<file path="config.mk">
export PLATFORM = sky130hd
export DESIGN_NAME = iodiag_top
export DESIGN_NICKNAME = d
export VERILOG_FILES = /design/src/hdl/iodiag_pkg.sv /design/src/hdl/iodiag_top.sv
export VERILOG_INCLUDE_DIRS = /design/src /design/src/hdl
export SDC_FILE = /design/constraint.sdc
export NUM_CORES = 1
export LEC_CHECK = 0
export ABC_AREA = 1
export BUFFER_PORTS_ARGS = -buffer_cell sky130_fd_sc_hd__buf_4
export CORE_MARGIN = 2
export CORE_UTILIZATION = 33
export CTS_CLUSTER_SIZE = 24
export DETAILED_ROUTE_END_ITERATION = 7
export PLACE_DENSITY = 0.51
export SETUP_SLACK_MARGIN = 0.1
export SLEW_MARGIN = 15
export SYNTH_ARGS = -nofsm -noshare
export SYNTH_HDL_FRONTEND = slang
export SYNTH_SLANG_ARGS = --single-unit
</file>
<file path="constraint.sdc">
create_clock -name clk -period 1.55 [get_ports clk]
set_input_delay 0.0775 -clock clk [delete_from_list [all_inputs] [get_ports clk]]
set_output_delay 0.0775 -clock clk [all_outputs]
set_load 0.05 [all_outputs]
</file>
<file path="src/hdl/iodiag_map.svh">
`ifndef IODIAG_MAP_SVH
`define IODIAG_MAP_SVH

// Register byte offsets on the Wishbone slave.
`define IODIAG_OFS_CMD      8'h00
`define IODIAG_OFS_DATA     8'h04
`define IODIAG_OFS_EXEC     8'h08
`define IODIAG_OFS_REPLY    8'h0c
`define IODIAG_OFS_STATUS   8'h10

// Command codes and data numbers.
`define IODIAG_CMD_READ_MODE  8'h00
`define IODIAG_DNO_READ_MODE  8'h12
`define IODIAG_CMD_IO_READ    8'h12
`define IODIAG_DNO_IN_DEV     8'h00
`define IODIAG_DNO_IN_PIN     8'h40
`define IODIAG_DNO_LINK_DEV   8'h60
`define IODIAG_DNO_OUT_DEV    8'h80
`define IODIAG_DNO_OUT_PIN    8'hc0
`define IODIAG_CMD_DISABLE    8'h90
`define IODIAG_DNO_IN_OFF     8'h00
`define IODIAG_DNO_IN_ON      8'h10
`define IODIAG_DNO_OUT_OFF    8'h03
`define IODIAG_DNO_OUT_ON     8'h13
`define IODIAG_CMD_DEV_WRITE  8'h92
`define IODIAG_DNO_TEST_DEV   8'h00
`define IODIAG_CMD_TEST_SEL   8'h8b
`define IODIAG_DNO_TEST_SEL   8'h00
`define IODIAG_CMD_POS_CTRL   8'ha0
`define IODIAG_DNO_POS_CTRL   8'h41

// Data values: unlock key and four-character strings, blanks as spaces.
`define IODIAG_KEY            32'h0000_1ea5
`define IODIAG_STR_STOP       32'h5354_4f50
`define IODIAG_STR_GO         32'h474f_2020
`define IODIAG_STR_CLEAR      32'h434c_5220

// Bitmap layouts.
`define IODIAG_IN_DEV_MASK    32'h3cd4_ffff
`define IODIAG_OUT_DEV_MASK   32'h8f20_8fbf
`define IODIAG_IN_KEEP_MASK   32'h0004_0006
`define IODIAG_IN_PIN_W       12
`define IODIAG_OUT_PIN_W      9
`define IODIAG_PULSE_BIT_LO   10
`define IODIAG_PULSE_BIT_HI   11

// Communication timeout during test operation.
`define IODIAG_TIMEOUT_MS     500
`define IODIAG_CLK_KHZ        100000

`endif

</file>
<file path="src/hdl/iodiag_pkg.sv">
package iodiag_pkg;

  // Test operation mode, coded as the mode read-back value.
  typedef enum logic [2:0] {
    IODIAG_NORMAL = 3'b000,
    IODIAG_JOG    = 3'b001,
    IODIAG_POSIT  = 3'b010,
    IODIAG_FORCE  = 3'b100
  } iodiag_mode_t;

  // Positioning motion control state.
  typedef enum logic [0:0] {
    IODIAG_POS_RUN  = 1'b0,
    IODIAG_POS_HELD = 1'b1
  } iodiag_pos_t;

  typedef struct packed {
    logic        cyc;
    logic        stb;
    logic        we;
    logic [7:0]  adr;
    logic [3:0]  sel;
    logic [31:0] dat;
  } iodiag_wb_req_t;

  typedef struct packed {
    logic        ack;
    logic [31:0] dat;
  } iodiag_wb_rsp_t;

  typedef struct packed {
    logic         ack;
    logic [31:0]  rdat;
    logic [15:0]  cmd;
    logic [31:0]  data;
    logic [31:0]  reply;
    iodiag_mode_t mode;
    iodiag_pos_t  pos;
    logic         in_off;
    logic         out_off;
    logic [31:0]  link_dev;
    logic [31:0]  test_dev;
    logic [31:0]  tmo_cnt;
    logic         tmo_stop;
    logic         base_cut;
    logic         pos_stop;
    logic         pos_go;
    logic         pos_clr;
    logic [31:0]  in_eff;
  } iodiag_state_t;

endpackage

</file>
<file path="src/hdl/iodiag_top.sv">
// How it works
// Command 12/00 returns the input device bitmap; servo on, stroke ends, reset.
// Command 12/40 returns input pin states; only bits 0 to 11 are pins.
// Pin bits 10 and 11 read zero when pulse-train input owns them.
// Command 12/60 returns the link-driven input device bitmap.
// Command 12/C0 returns output pin states; only bits 0 to 8 are pins.
// Command 12/80 returns the output device bitmap; ready, in-position, warning, alarm.
// Command 92/60 replaces all link-driven input devices with the received bitmap.
// The master resends every device it wants kept on in each frame.
// Disabled inputs read off, analog zero, no pulses; forced stop and strokes stay.
// Command 90/00 with key disables inputs; 90/10 with key enables them.
// Command 90/03 with key disables outputs; 90/13 with key enables them.
// Command 92/00 loads the test-operation input devices.
// Entering test mode is allowed while running and cuts the base circuit.
// In test mode, 0.5 s without commands decelerates to stop and servo-lock.
// The master keeps traffic flowing during test mode.
// Command 8B/00 selects JOG 0001, positioning 0002 or forced output 0004.
// Command 00/12 returns the current test mode code.
// The master reads the mode back and checks it after selecting.
// Command 8B/00 with 0000 returns to normal mode.
// STOP during positioning decelerates to a temporary stop.
// GO during a temporary stop resumes the positioning motion.
// Clear string during a temporary stop ends positioning, dropping remaining travel.
// Unassigned bits read zero and are ignored when written.
// Stop, go and clear are ignored outside the state they apply to.
`include "iodiag_map.svh"
`timescale 1ns/100ps
`default_nettype none

module iodiag_top
  import iodiag_pkg::*;
#(
  parameter int TIMEOUT_CYCLES = `IODIAG_TIMEOUT_MS * `IODIAG_CLK_KHZ
)
(
  input  wire logic                          clk,
  input  wire logic                          rst_b,
  input  wire iodiag_wb_req_t                wb_req,
  output var iodiag_wb_rsp_t                 wb_rsp,
  input  wire logic [`IODIAG_IN_PIN_W-1:0]   ext_in_pins,
  input  wire logic [1:0]                    pulse_train_sel,
  input  wire logic [31:0]                   pin_in_dev,
  input  wire logic [31:0]                   core_out_dev,
  input  wire logic [`IODIAG_OUT_PIN_W-1:0]  ext_out_pins,
  input  wire logic                          pos_motion_active,
  output logic [31:0]                        in_dev_effective,
  output logic                               analog_zero,
  output logic                               pulse_train_block,
  output logic                               out_dev_enable,
  output logic [2:0]                         test_mode,
  output logic                               base_cutoff,
  output logic                               decel_hold,
  output logic                               pos_stop_req,
  output logic                               pos_resume,
  output logic                               pos_clear
);

  iodiag_state_t st;
  iodiag_state_t next_st;

  logic          access;
  logic          exec;
  logic [7:0]    cmd_code;
  logic [7:0]    cmd_dno;
  logic          key_ok;
  logic [31:0]   in_pin_map;
  logic [31:0]   next_rdat;
  logic [31:0]   cmd_wr;

  // A new request is one that has not yet been acknowledged.
  assign access   = wb_req.cyc && wb_req.stb && !st.ack;
  assign exec     = access && wb_req.we && (wb_req.adr == `IODIAG_OFS_EXEC);
  assign cmd_code = st.cmd[15:8];
  assign cmd_dno  = st.cmd[7:0];
  assign key_ok   = (st.data == `IODIAG_KEY);

  // Pulse-train pins are owned by the pulse input, so their bits read off when pulse_train_sel selects them.
  always_comb
  begin
    in_pin_map = 32'h0000_0000;
    in_pin_map[`IODIAG_IN_PIN_W-1:0] = ext_in_pins;
    if (pulse_train_sel[0])
      in_pin_map[`IODIAG_PULSE_BIT_LO] = 1'b0;
    if (pulse_train_sel[1])
      in_pin_map[`IODIAG_PULSE_BIT_HI] = 1'b0;
  end

  // Byte-lane merge so partial writes touch only the selected bytes.
  function automatic logic [31:0] merge(input logic [31:0] old_v,
                                        input logic [31:0] new_v,
                                        input logic [3:0]  sel);
    logic [31:0] r;
    r = old_v;
    for (int i = 0; i < 4; i++)
      if (sel[i])
        r[8*i +: 8] = new_v[8*i +: 8];
    return r;
  endfunction

  // The command word is merged at full width and cut to its 16 bits where it is stored.
  assign cmd_wr = merge({16'h0000, st.cmd}, wb_req.dat, wb_req.sel);

  // Register read mux; unmapped addresses answer with zero.
  always_comb
  begin
    case (wb_req.adr)
      `IODIAG_OFS_CMD:
        next_rdat = {16'h0000, st.cmd};
      `IODIAG_OFS_DATA:
        next_rdat = st.data;
      `IODIAG_OFS_REPLY:
        next_rdat = st.reply;
      `IODIAG_OFS_STATUS:
        next_rdat = {20'h00000, st.tmo_stop, st.out_off, st.in_off, st.pos, 5'h00,
                     st.mode};
      default:
        next_rdat = 32'h0000_0000;
    endcase
  end

  // All next-state logic for the command interpreter.
  always_comb
  begin
    next_st          = st;
    next_st.ack      = access;
    next_st.base_cut = 1'b0;
    next_st.pos_stop = 1'b0;
    next_st.pos_go   = 1'b0;
    next_st.pos_clr  = 1'b0;
    if (access && !wb_req.we)
      next_st.rdat = next_rdat;
    if (access && wb_req.we && wb_req.adr == `IODIAG_OFS_CMD)
      next_st.cmd = cmd_wr[15:0];
    if (access && wb_req.we && wb_req.adr == `IODIAG_OFS_DATA)
      next_st.data = merge(st.data, wb_req.dat, wb_req.sel);

    // Communication watchdog; only meaningful while in test operation.
    if (exec || st.mode == IODIAG_NORMAL)
    begin
      next_st.tmo_cnt  = 32'h0000_0000;
      next_st.tmo_stop = 1'b0;
    end
    else if (st.tmo_cnt >= 32'(TIMEOUT_CYCLES - 1))
    begin
      next_st.tmo_stop = 1'b1;
    end
    else
    begin
      next_st.tmo_cnt = st.tmo_cnt + 32'h0000_0001;
    end

    if (exec)
    begin
      case (cmd_code)
        `IODIAG_CMD_READ_MODE:
        begin
          if (cmd_dno == `IODIAG_DNO_READ_MODE)
            next_st.reply = {29'h0000_0000, st.mode};
        end
        `IODIAG_CMD_IO_READ:
        begin
          case (cmd_dno)
            `IODIAG_DNO_IN_DEV:
              next_st.reply = st.in_eff & `IODIAG_IN_DEV_MASK;
            `IODIAG_DNO_IN_PIN:
              next_st.reply = in_pin_map;
            `IODIAG_DNO_LINK_DEV:
              next_st.reply = st.link_dev;
            `IODIAG_DNO_OUT_PIN:
              next_st.reply = {{(32-`IODIAG_OUT_PIN_W){1'b0}}, ext_out_pins};
            `IODIAG_DNO_OUT_DEV:
              next_st.reply = core_out_dev & `IODIAG_OUT_DEV_MASK;
            default:
              next_st.reply = st.reply;
          endcase
        end
        `IODIAG_CMD_DISABLE:
        begin
          if (key_ok)
          begin
            case (cmd_dno)
              `IODIAG_DNO_IN_OFF:
                next_st.in_off = 1'b1;
              `IODIAG_DNO_IN_ON:
                next_st.in_off = 1'b0;
              `IODIAG_DNO_OUT_OFF:
                next_st.out_off = 1'b1;
              `IODIAG_DNO_OUT_ON:
                next_st.out_off = 1'b0;
              default:
                next_st.in_off = st.in_off;
            endcase
          end
        end
        `IODIAG_CMD_DEV_WRITE:
        begin
          // Whole-map replace: a device left out of a frame turns off.
          if (cmd_dno == `IODIAG_DNO_LINK_DEV)
          begin
            next_st.link_dev = st.data & `IODIAG_IN_DEV_MASK;
          end
          else if (cmd_dno == `IODIAG_DNO_TEST_DEV)
          begin
            next_st.test_dev = st.data & `IODIAG_IN_DEV_MASK;
          end
        end
        `IODIAG_CMD_TEST_SEL:
        begin
          if (cmd_dno == `IODIAG_DNO_TEST_SEL)
          begin
            case (st.data)
              32'h0000_0000:
              begin
                next_st.mode = IODIAG_NORMAL;
                next_st.pos  = IODIAG_POS_RUN;
              end
              32'h0000_0001, 32'h0000_0002, 32'h0000_0004:
              begin
                // Switching in is accepted even while running; the base cut makes it safe.
                next_st.mode = iodiag_mode_t'(st.data[2:0]);
                next_st.pos  = IODIAG_POS_RUN;
                if (st.mode == IODIAG_NORMAL)
                begin
                  next_st.base_cut = 1'b1;
                end
              end
              default:
                next_st.mode = st.mode;
            endcase
          end
        end
        `IODIAG_CMD_POS_CTRL:
        begin
          if (cmd_dno == `IODIAG_DNO_POS_CTRL && st.mode == IODIAG_POSIT)
          begin
            // Each string only acts in the state it belongs to; others are dropped.
            if (st.data == `IODIAG_STR_STOP && st.pos == IODIAG_POS_RUN &&
                pos_motion_active)
            begin
              next_st.pos      = IODIAG_POS_HELD;
              next_st.pos_stop = 1'b1;
            end
            else if (st.data == `IODIAG_STR_GO && st.pos == IODIAG_POS_HELD)
            begin
              next_st.pos    = IODIAG_POS_RUN;
              next_st.pos_go = 1'b1;
            end
            else if (st.data == `IODIAG_STR_CLEAR && st.pos == IODIAG_POS_HELD)
            begin
              next_st.pos     = IODIAG_POS_RUN;
              next_st.pos_clr = 1'b1;
            end
          end
        end
        default:
          next_st.reply = st.reply;
      endcase
    end

    // Effective input devices; disabling keeps only forced stop and stroke ends.
    if (st.mode == IODIAG_NORMAL)
    begin
      next_st.in_eff = (pin_in_dev | st.link_dev) & `IODIAG_IN_DEV_MASK;
    end
    else
    begin
      next_st.in_eff = (pin_in_dev | st.test_dev) & `IODIAG_IN_DEV_MASK;
    end
    if (st.in_off)
    begin
      next_st.in_eff = next_st.in_eff & `IODIAG_IN_KEEP_MASK;
    end
  end

  // State register.
  always_ff @(posedge clk or negedge rst_b)
  begin
    if (!rst_b)
    begin
      st <= '0;
    end
    else
    begin
      st <= next_st;
    end
  end

  // Outputs taken straight from state flops.
  assign wb_rsp.ack        = st.ack;
  assign wb_rsp.dat        = st.rdat;
  assign in_dev_effective  = st.in_eff;
  assign analog_zero       = st.in_off;
  assign pulse_train_block = st.in_off;
  assign out_dev_enable    = !st.out_off;
  assign test_mode         = st.mode;
  assign base_cutoff       = st.base_cut;
  assign decel_hold        = st.tmo_stop;
  assign pos_stop_req      = st.pos_stop;
  assign pos_resume        = st.pos_go;
  assign pos_clear         = st.pos_clr;
endmodule

`default_nettype wire

</file>
==> run summary, run 1 <==
Synthesis instantiated 43 different standard cells from the library. Yosys instantiated no cell more often than sky130_fd_sc_hd__nand2_1. The wire length per cell works out to 18.6 um. The total power density per cell area works out to 711 nW/um2.

Wires add up to 47700 um. Clock latency on the worst-skew pair, taken at its later pin, is 0.55 ns. Required time of the worst setup path: 2.01 ns. Counting both buffers and inverters, the worst setup path holds a total of 6.

The worst clock skew was 0.0249 ns; the wire length on met1 was 22100 um. From left edge to right edge, the die measures 196 um. The die is 196 um tall. The row count came out at 70. The analysis attributes to cell leakage a power of 9.14 nW.

The run gives 12100 as the number of global-route vias before repair. TritonCTS built the clock tree. The logs give 878 for the DRC marker count from the first detailed-route iteration and 2970 um for the met3 layer wire length in the routed design.

STA classifies the critical path endpoint as a register. The cell that appears most often on the critical path is sky130_fd_sc_hd__buf_6. The area growth from synthesis to final layout is 59.4%, and the residual antenna-violating net count after detailed routing is 0.

The maximum level of the CTS H-tree came out at 1. Across the run, the number of max-cap violations was 0. The detailed router used layers up to and including met5. Among all flip-flop cells after synthesis, the most frequent one is sky130_fd_sc_hd__dfrtp_1.

For this design, the sink count on the clock tree is 224. The maximum operating frequency is 0.549 GHz. The checks that failed: negative setup slack. The cell area that synthesis handed to floorplanning was 12200 um2. In this design, the largest share of critical-path delay is due to buffers and inverters. The filler cells instantiated in the layout total 3382. The first global-routing pass estimated 69600 um of wire.

The tools report the cell chosen for the clock root as sky130_fd_sc_hd__clkbuf_16. The tools report the routability congestion estimate as 0.923. The run gives 0 as the final max-slew violation count. The fraction of registers with async set or reset after synthesis came out at 100%. The run gives 0 as the final hold violation count. The tools report the post-route worst setup slack as -0.272 ns. Final number of setup-violating endpoints: 143. The post-synthesis area per instance was 7.67 um2; the final clock period utilization by the worst path was 118%. The region available for standard cell placement spans 36500 um2. The peak supply drop came out at 0.749 mV.

After detailed routing, the number of vias per cell comes to 4.90. The arrival time reported for the critical path endpoint was 2.28 ns. The multi-input combinational cells in the finished layout cover a total of 6620 um2. The path class of the tightest hold or removal check is in2reg.

The starting utilization of the core area is 33.5%. Summed over all instances, the cell type with the most area after synthesis is sky130_fd_sc_hd__dfrtp_1. The total global-route track usage was 23.2%; the number of remaining DRC errors was 0.

The half-perimeter wire length of the detailed placement result is 32700 um. Traced cell by cell, the critical path runs through inv_2 -> nand4_1 -> buf_6 -> inv_4 -> nand3_4 -> inv_4 -> buf_6 -> nand3_4 -> buf_6 -> o21ai_1. The worst setup path is launched from a register.

The final route contains 12600 vias. The number of warnings printed during yosys synthesis came out at 0. After synthesis, the cell types taking the most area are sky130_fd_sc_hd__dfrtp_1 46%, sky130_fd_sc_hd__nand2_1 16%, sky130_fd_sc_hd__nand3_1 5.0%, sky130_fd_sc_hd__buf_4 4.6%, sky130_fd_sc_hd__nor2_1 4.2%. Clock tree synthesis inserted a total of 26 buffers. The number of antenna violations at the first check in global routing is 2, and the minimum clock period after layout is 1.82 ns. For the layout net count, the log shows 2214. Of the cells placed in the final design, the portion with a size suffix greater than 1 is 40.7%. Number of port buffers: 182. The commonest cells after synthesis are 509 x sky130_fd_sc_hd__nand2_1, 224 x sky130_fd_sc_hd__dfrtp_1, 136 x sky130_fd_sc_hd__nor2_1, 122 x sky130_fd_sc_hd__nand3_1, 121 x sky130_fd_sc_hd__inv_1. The repair_antennas step left the layout with diodes totalling 0. The run finished, with violations left. Across all register-to-register paths, the minimum setup slack is -0.27 ns. The synthesized flop and latch total is 224, and the placed cell area is 15500 um2. In this design, the stage delay of the slowest critical-path cell is 0.39 ns. The tools report the final standard cell area without fillers as 19500 um2. The total area of sequential cells was 5620 um2. Entering global routing, the biggest net connects 49 pins.

The setup path with the least slack is of type reg2reg. Setup repair after global routing could not meet its margin everywhere. On the critical path, the stage with the largest delay is an instance of sky130_fd_sc_hd__dfrtp_1. The detailed route wirelength on metal2 is 21700 um, and the first-pass iteration count of the detailed router is 8. The number of enable-type register cells in the synthesized netlist is 0, and the total global routing overflow is 0.

The proportion of synthesized chip area in sequential cells came out at 45.9%. The floorplan step defined a die boundary enclosing 38600 um2. Along the worst path, the maximum fanout reaches 12. In the synthesized netlist, the number of instances is 1594. The clock-pin slew of the registers on the worst-case setup and hold paths is 0.06 ns, and the top cell type's share of synthesized area is 45.9%. In the final timing run, aggregate negative setup slack is -21.82 ns. The clock passes through at most 3 buffers. 213 I/O pins were placed.
==> worst reg2reg max path, cell delays in order (launching register included) <==
cell	delay, ns
sky130_fd_sc_hd__dfrtp_1	0.39
sky130_fd_sc_hd__inv_2	0.06
sky130_fd_sc_hd__nand4_1	0.11
sky130_fd_sc_hd__buf_6	0.17
sky130_fd_sc_hd__inv_4	0.07
sky130_fd_sc_hd__nand3_4	0.11
sky130_fd_sc_hd__inv_4	0.12
sky130_fd_sc_hd__buf_6	0.10
sky130_fd_sc_hd__nand3_4	0.19
sky130_fd_sc_hd__buf_6	0.25
sky130_fd_sc_hd__o21ai_1	0.18
==> state kept, by name, summed over array words and instances, names as in the netlist <==
name	flops
st	142
wb_rsp	33
in_dev_effective	24
cmd_code	8
cmd_dno	8
test_mode	3
analog_zero	1
base_cutoff	1
decel_hold	1
pos_clear	1
pos_resume	1
pos_stop_req	1
==> routing by layer <==
metal	vias to the layer above	track usage (%)
met2	402	36.0
li1	6067	-
met4	4	4.85
met3	60	2.96
met1	6026	34.6
met5	-	0
==> power breakdown <==
part	leakage [nW]	internal [mW]	switching [mW]
Combinational	5.62	0.535	0.644
Sequential	3.06	5.89	0.0336
Clock	0.463	4.14	2.60
==> cell families after synthesis <==
family                     after synthesis  synth area share [%]
AOI/OAI and AO/OA                      196                  8.42
other                                    1                0.0307
buffers and inverters                  260                  11.0
and+or+nand+nor                        877                  31.7
xor gates and xnor gates                19                  1.36
muxes                                   16                  1.47
adders and majority gates                1                 0.102
DFF                                    224                  45.9
==> placed cells by master (no fill, tap or decap), drive strengths merged <==
cell | synthesis | final
a21o | 1 | 1
a21oi | 44 | 44
a31o | 1 | 1
a31oi | 4 | 4
a32o | 2 | 2
buf | 106 | 473
bufinv | 0 | 3
clkbuf | 21 | 51
clkinv | 1 | 3
clkinvlp | 0 | 2
conb | 1 | 8
dfrtp | 224 | 224
dlygate4sd3 | 0 | 83
ha | 1 | 1
inv | 132 | 132
mux2 | 16 | 16
nand2 | 517 | 522
nand3 | 135 | 137
nand3b | 10 | 10
nand4 | 37 | 37
nor2 | 148 | 148
nor3 | 18 | 18
nor3b | 4 | 4
nor4 | 8 | 8
o211ai | 1 | 1
o21ai | 129 | 129
o22ai | 10 | 10
o31ai | 4 | 4
xnor2 | 4 | 4
xor2 | 15 | 15
==> repair_timing <==
item,CTS,global route
setup endpoints to repair,225,203
setup buffers,29,20
hold endpoints to repair,314,0
pin swaps,62,71
hold buffers,83,0
resized for setup,179,242
gates cloned,6,20
==> stage by stage <==
stage          instances  worst slack (ns)  total power, mW  utilization [%]  hold slack [ns]
2_1_floorplan       1601           -0.0325             6.42                -           -0.218
3_3_place_gp        2361            -0.276             6.97             42.4           0.0359
3_5_place_dp        2361            -0.221             6.98             42.4           0.0364
4_1_cts             2524            -0.185             13.9             49.9          0.00333
5_1_grt             2563            -0.371             14.3             53.3           0.0227
6_report            2563            -0.272             13.8             53.3           0.0105
==> worst paths after layout <==
| path | to | startpoint | cells after the start |
|---|---|---|---|
| max in group asynchronous | st[44] | rst_b | 3 |
| min in group asynchronous | st[171] | rst_b | 2 |
| min reg2reg | wb_rsp[28] | wb_rsp[28] | 2 |
| max | st[110] | wb_rsp[32] | 10 |
| max reg2reg | st[110] | wb_rsp[32] | 10 |
| min | wb_rsp[1] | wb_req[44] | 5 |
==> area by class of cell <==
type / count / share of cell area [%]
Clock inverter: 7 / 0.597
Tap cell: 468 / 3.01
Sequential cell: 224 / 28.8
Clock buffer: 40 / 4.23
Inverter: 133 / 2.66
Timing Repair Buffer: 567 / 26.7
Multi-Input combinational cell: 1124 / 34.0
Power figures use the tool's default switching activity.
==> run 2: changes to the inputs <==
- PLACE_DENSITY: 0.51 -> 0.49
- TNS_END_PERCENT: default -> 20
- clock period: 1.55 -> 2.2 ns (I/O delays scaled with it)
==> run 2 against run 1 <==
  * The run now ends clean
  * Critical path depth did not move
  * Sequential share of layout area rose by 7.0 points
  * Critical path type unchanged
  * Clock power fell by 29%
==> run summary, run 2 (synthesis gave the netlist of run 1 again) <==
The number of flip-flops in the largest register is 142, and the total power density per cell area is 617 nW/um2. The slew at the pin closest to its max-slew limit works out to 0.597 ns. The number of top-level design ports is 213, and the clock insertion delay at the later pin of the skew report is 0.55 ns.

Summing all multi-input logic gate instances after layout gives 5340 um2. Category of the worst setup path launch point: a register. In the routed design, unresolved DRC markers number 0. The tools report the layout net count as 1955.

The static leakage power was 7.46 nW; the switching part of the total was 23.2%. The number of clock sinks seen by CTS was 224. In the layout the commonest cells are 509 x sky130_fd_sc_hd__nand2_1, 224 x sky130_fd_sc_hd__dfrtp_1, 223 x sky130_fd_sc_hd__buf_4. Once the floorplan was initialized, standard cells occupied 33.5% of the core. The layout has 3760 filler cells. Summed over all nets, the switching power comes to 2.24 mW. The internal power of the cells totals 7.41 mW. At the end of routability-driven placement, the weighted congestion stood at 0.957. The die covers 38600 um2.

Across the whole layout, storage elements account for 5610 um2. The run gives 0.0104 ns as the worst clock skew. More flip-flops sit in one register than any other, and that register is st. Count of inserted antenna diode cells: 0. The maximum level of the CTS H-tree was 1. The logs give 0 for the post-CTS setup-driven buffer insertion count and 0 for the final max-slew violation count. TritonCTS built the clock tree.

At the worst endpoint, the required time is 2.69 ns. The worst setup path is of the reg2reg kind. The floorplan step set the die width to 196 um. The number of port buffers is 182, and the number of buffers inserted during clock tree synthesis is 27. The number of antenna violations at the first check in global routing came out at 0. Across the run, the number of max-cap violations was 0. Once detail routing completed, the nets flagged for antenna violations numbered 0. The peak supply drop was 0.551 mV; the DRC marker count from the first detailed-route iteration was 846. Counting along the longest clock path gives a buffer depth of 3. For this run the aggregate overflow at the end of global routing stands at 0. The area growth from synthesis to final layout was 28.1%.

For the number of global-route vias before repair, the log shows 11100. The floorplan has 70 rows. The count of cells along the worst register-to-register path was 10; the overall power after layout was 9.65 mW. Dividing the detail-routed wire length by the instance count gives 17.8 um.

The run finished with clean final reports. The run gives 0.512 GHz as the maximum operating frequency. The layout cell share with drive strength beyond 1 is 19.1%. The detailed router placed 11300 vias in this run.

The height of the die was 196 um. Entering global routing, the biggest net connects 70 pins. Worst relative slew slack: 60.2%.

The tools report the wire length of the first global-routing pass as 64000 um. The type of the most critical hold path was in2reg. Registers are responsible for 43.2% of the overall power. The region available for standard cell placement spans 36500 um2. The share of total power dissipated in the clock network is 49.3%.

The root buffer cell chosen for the clock tree is sky130_fd_sc_hd__clkbuf_16. The tools report the category of the worst setup path capture point as a register. Combinational logic is responsible for 7.5% of the overall power.

In the final timing run, aggregate negative setup slack is 0 ns. The clock-pin slew of the registers on the worst-case setup and hold paths was 0.06 ns; the minimum clock period after layout was 1.95 ns. Setup repair after global routing left no endpoint under its margin. The average vias per placed instance works out to 4.88. The logs give 30100 um for the half-perimeter wire length of the detailed placement result and 2.44 ns for the arrival time reported for the critical path endpoint.

The final clock period utilization by the worst path was 88.8%; the total routed wirelength was 41000 um. For this run, the total global-route usage over all layers was measured as 21.3%. The worst hold path was traced through 5 stages.

Final hold violation count: 0. Leaving out fill and tap cells, the most frequent cell in the layout is sky130_fd_sc_hd__nand2_1. The first detailed-routing pass ran for 5 iterations.

Setup violations remaining at the end of the flow were counted as 0. The critical-path maximum fanout is 21.
==> run 2: changes by cell type in the layout (fill, tap and decap cells not counted), sizes merged <==
cell and change:
nand3 -2, bufinv +2, clkinv +3, buf -238, clkbuf -14, inv +1, clkinvlp -1, nand2 -5
dlygate4sd3 -4
==> run 2: layout make-up <==
type / instances / area share (%)
Sequential cell: 224 / 35.8
Multi-Input combinational cell: 1117 / 34.1
Timing Repair Buffer: 314 / 17.1
Clock buffer: 37 / 4.75
Tap cell: 468 / 3.74
Clock inverter: 12 / 1.22
Inverter: 133 / 3.21
==> run 2: through the flow <==
stage               instances  util, %  setup WS (ns)  area [um2]  hold slack [ns]
floorplan                1601        -          0.525       12200           -0.186
global placement         2177     38.0          0.200       13900            0.133
detailed placement       2177     38.0          0.191       13900            0.136
CTS                      2305     42.7          0.137       15600           0.0154
global route             2305     42.9          0.105       15700           0.0591
finish                   2305     42.9          0.246       15700           0.0211
==> run 2: worst paths after layout <==
path / from / endpoint / slack, ns
worst min register to register: st[151] / st[151] / 0.48
worst max-delay path: cmd_dno[0] / st[154] / 0.25
max in group asynchronous: rst_b / st[80] / 1.35
worst min-delay path: ext_out_pins[5] / st[144] / 0.02
worst max register to register: cmd_dno[0] / st[154] / 0.25
min in group asynchronous: rst_b / in_dev_effective[3] / 0.15
==> run 2: power groups by stage <==
stage,combinational [mW],sequential (mW),clock [mW]
final,0.722,4.18,4.76
after global routing,0.785,4.18,5.04
after CTS,0.730,4.17,4.86
after detailed placement,0.616,4.25,0
after global placement,0.615,4.25,0
after floorplan,0.282,4.24,0
==> run 2: routing by layer <==
layer / wire (um) / vias up / GRT usage, % / part of all wire [%]
met5: 0 / - / 0 / 0
met4: 781 / 0 / 4.97 / 1.9
met3: 2370 / 49 / 3.15 / 5.8
met2: 17500 / 334 / 32.7 / 43
met1: 20300 / 5337 / 31.7 / 50
li1: - / 5534 / - / -
==> run 2: worst max-delay path: stages, from the launching register on <==
cell	delay, ns
sky130_fd_sc_hd__dfrtp_1	0.44
sky130_fd_sc_hd__nor2_1	0.21
sky130_fd_sc_hd__nand2_4	0.15
sky130_fd_sc_hd__nor2_4	0.36
sky130_fd_sc_hd__nor2_8	0.08
sky130_fd_sc_hd__nand4_4	0.12
sky130_fd_sc_hd__inv_2	0.05
sky130_fd_sc_hd__nor2_4	0.11
sky130_fd_sc_hd__buf_12	0.18
sky130_fd_sc_hd__nand3_1	0.11
sky130_fd_sc_hd__nand2_1	0.08
==> run 2: what timing repair did <==
item	4_1_cts	5_1_grt
hold endpoints to repair	155	0
gates resized for setup	0	12
setup endpoints to repair	0	85
hold buffers	79	0
==> run 3: changes to the inputs <==
==> constraint.sdc (replaced) <==
create_clock -name clk -period 2.2 [get_ports clk]
set_input_delay 0.22 -clock clk [delete_from_list [all_inputs] [get_ports clk]]
set_output_delay 0.22 -clock clk [all_outputs]
set_load 0.05 [all_outputs]
==> run 3 against run 2 <==
  * Global-route usage shrank 0.24 points
  * Register-to-register slack lost 0.05 ns
  * Worst setup slack lost 0.054 ns
  * Die area is the same
  * Clock skew grew 0.0077 ns
  * Sequential share of layout area grew 0.63 points
  * Critical endpoint is now st[124]
  * Largest power group unchanged
==> run summary, run 3 (synthesis gave the netlist of run 1 again) <==
The number of antenna violations at the first check in global routing was 0. The final hold slack was 0.0523 ns. The count of vias placed by the detailed router is 11200. Overall power consumption after layout is estimated at 9.29 mW. Counting instances, the worst hold path has a depth of 4. The cell sitting at the root of the clock tree is a sky130_fd_sc_hd__clkbuf_16. Clock tree synthesis inserted a total of 27 buffers.

For this run, the share of the core covered by cells in the final layout is 42.1%. The final hold violation count is 0. TritonCTS built the clock tree.

The worst hold path begins at pin_in_dev[11]. The top cell types in the final layout, fill and taps aside, are 509 x sky130_fd_sc_hd__nand2_1, 235 x sky130_fd_sc_hd__buf_4, 224 x sky130_fd_sc_hd__dfrtp_1. The clock passes through at most 3 buffers. Broken down by cell family, the worst path's largest delay share belongs to buffers and inverters. Along the worst path, the maximum fanout reaches 48. The number of remaining DRC errors is 0, and the max-capacitance violation count is 0. The pre-antenna-repair detailed-routing pass consisted of 5 iterations. The run gives 2.60 ns as the required time of the worst setup path. Leaving out fill and tap cells, the most frequent cell in the layout is sky130_fd_sc_hd__nand2_1.

The run gives 0.498 GHz as the maximum operating frequency. The logs give 1945 for the layout net count and 2.41 ns for the arrival time reported for the critical path endpoint. The starting utilization of the core area is 33.5%. At the end of routability-driven placement, the weighted congestion stood at 0.906. The type of the most critical hold path is in2reg.

For the half-perimeter wire length of the detailed placement result, the log shows 30500 um. The final max-slew violation count came out at 0. The floorplan step defined a die boundary enclosing 38600 um2. The clock insertion delay at the later pin of the skew report came out at 0.54 ns. Clock skew on the completed layout was measured at 0.0181 ns. The clock-pin slew of the registers on the worst-case setup and hold paths works out to 0.06 ns.

The logs give 0 ns for the summed negative setup slack over all endpoints and 0 for the count of inserted antenna diode cells. The flow ran to the end, and the final reports show no timing, DRC or antenna violations. Cells with a size suffix above 1 make up 19.2% of the layout. The total global-route track usage is 21.1%, and the number of top-level design ports is 213. The tools report the peak supply drop as 0.495 mV.

The tools report the category of the worst setup path capture point as a register. Once routing completed, OpenROAD measured the worst setup slack at 0.192 ns. Relative to the synthesized area, the layout overhead comes to 25.9%. STA classifies the critical path startpoint as a register. The minimum clock period after layout is 2.01 ns. The number of buffers and inverters on the critical path is 3. Counting flops per register, the top entry is st. The row count is 70, and the wire length per cell is 18.0 um. Setup repair after global routing could not meet its margin everywhere. The count of cells along the worst register-to-register path is 8. Once detail routing completed, the nets flagged for antenna violations numbered 0. Setup violations remaining at the end of the flow were counted as 0. The worst hold path terminates at in_dev_effective[11]. The final clock period utilization by the worst path was 91.3%. The most numerous cell type found on the critical path is sky130_fd_sc_hd__buf_4.

On the critical path, the stage with the largest delay is an instance of sky130_fd_sc_hd__dfrtp_1. Measured along the x axis, the die boundary spans 196 um. Number of port buffers: 182. Maximum level of the CTS H-tree: 1.

The height of the die came out at 196 um. The average vias per placed instance works out to 4.87. In this run the static leakage power is 7.38 nW.

After global routing the overflow that remains totals 0. The number of global-route vias before repair was 10800. Entering global routing, the biggest net connects 68 pins. The register with the most flip-flops in the layout has 142 of them. Area of the core: 36500 um2. The wire length of the first global-routing pass came out at 63100 um. The kind of critical path was reg2reg. The DRC marker count from the first detailed-route iteration was 838; the total routed wirelength was 41200 um.

The number of clock sinks seen by CTS was 224; the total power density per cell area was 604 nW/um2. For the pin with the worst max-slew slack, the measured transition is 0.618 ns. The signal on the critical path passes through inv_2 -> nand4_2 -> nor2_8 -> buf_4 -> nand3_1 -> buf_4 -> nand2_1 -> o21ai_1.

Endpoint of the worst-slack reg-to-reg timing path: st[124]. In this run the critical register-to-register path is launched from cmd_dno[7]. On the worst path, the slowest cell contributes a delay of 0.48 ns.

Timing analysis after detailed placement gives a worst setup slack of 0.178 ns. The worst relative slew slack is 58.8%, and the minimum setup slack among reg-to-reg paths is 0.19 ns.
==> run 3: cell count changes in the layout (fill, tap and decap cells not counted), sizes merged <==
cell / before / now
buf: 235 / 241
bufinv: 5 / 2
nor2: 148 / 149
clkinv: 6 / 4
clkbuf: 37 / 39
inv: 133 / 132
dlygate4sd3: 79 / 62
==> run 3: what timing repair did <==
item,in CTS,in global routing
buffers inserted,0,3
endpoints found under the setup margin,0,43
hold buffers,62,0
endpoints found under the hold margin,134,0
resized for setup,0,3
==> run 3: per-stage QoR <==
stage	std cells	area, um2
after CTS	2287	15300
after detailed placement	2180	13800
after global routing	2291	15400
after floorplan	1601	12200
final	2291	15400
after global placement	2180	13800
==> run 3: worst max path at each step <==
stage	startpoint	end	slack, ns	cells past startpoint
2_1_floorplan	st[37]	st[61]	0.53	11
3_3_place_gp	wb_req[37]	wb_rsp[12]	0.18	9
3_5_place_dp	cmd_dno[3]	st[163]	0.18	9
4_1_cts	cmd_dno[0]	st[163]	0.16	9
5_1_grt	st[182]	st[135]	0.07	10
6_report	cmd_dno[7]	st[124]	0.19	8
==> run 3: cell type report <==
cell class	count	area [um2]
tap	468	586
clock inverter	6	82.6
clock buffer	39	781
sequential	224	5610
timing repair buffer	303	2500
fill	3797	21100
multi-input combinational	1118	5330
inverter	133	499
==> run 3: metal layers <==
layer,part of all wire [%],vias up,track usage [%]
met5,0,-,0
met4,1.8,0,4.69
met3,5.7,54,2.46
met2,43,335,31.5
met1,50,5252,32.5
li1,-,5514,-
==> run 3: where the power goes <==
part | leakage, nW | internal [mW] | switching, mW
Clock | 0.423 | 2.66 | 1.75
Sequential | 3.07 | 4.15 | 0.0256
Combinational | 3.89 | 0.302 | 0.402
Total | 7.38 | 7.12 | 2.18
==> run 3: worst register-to-register path, stage by stage, from the launching register on <==
cell and delay (ns):
sky130_fd_sc_hd__dfrtp_1 0.48, sky130_fd_sc_hd__inv_2 0.15, sky130_fd_sc_hd__nand4_2 0.17, sky130_fd_sc_hd__nor2_8 0.22
sky130_fd_sc_hd__buf_4 0.26, sky130_fd_sc_hd__nand3_1 0.10, sky130_fd_sc_hd__buf_4 0.29, sky130_fd_sc_hd__nand2_1 0.14
sky130_fd_sc_hd__o21ai_1 0.08
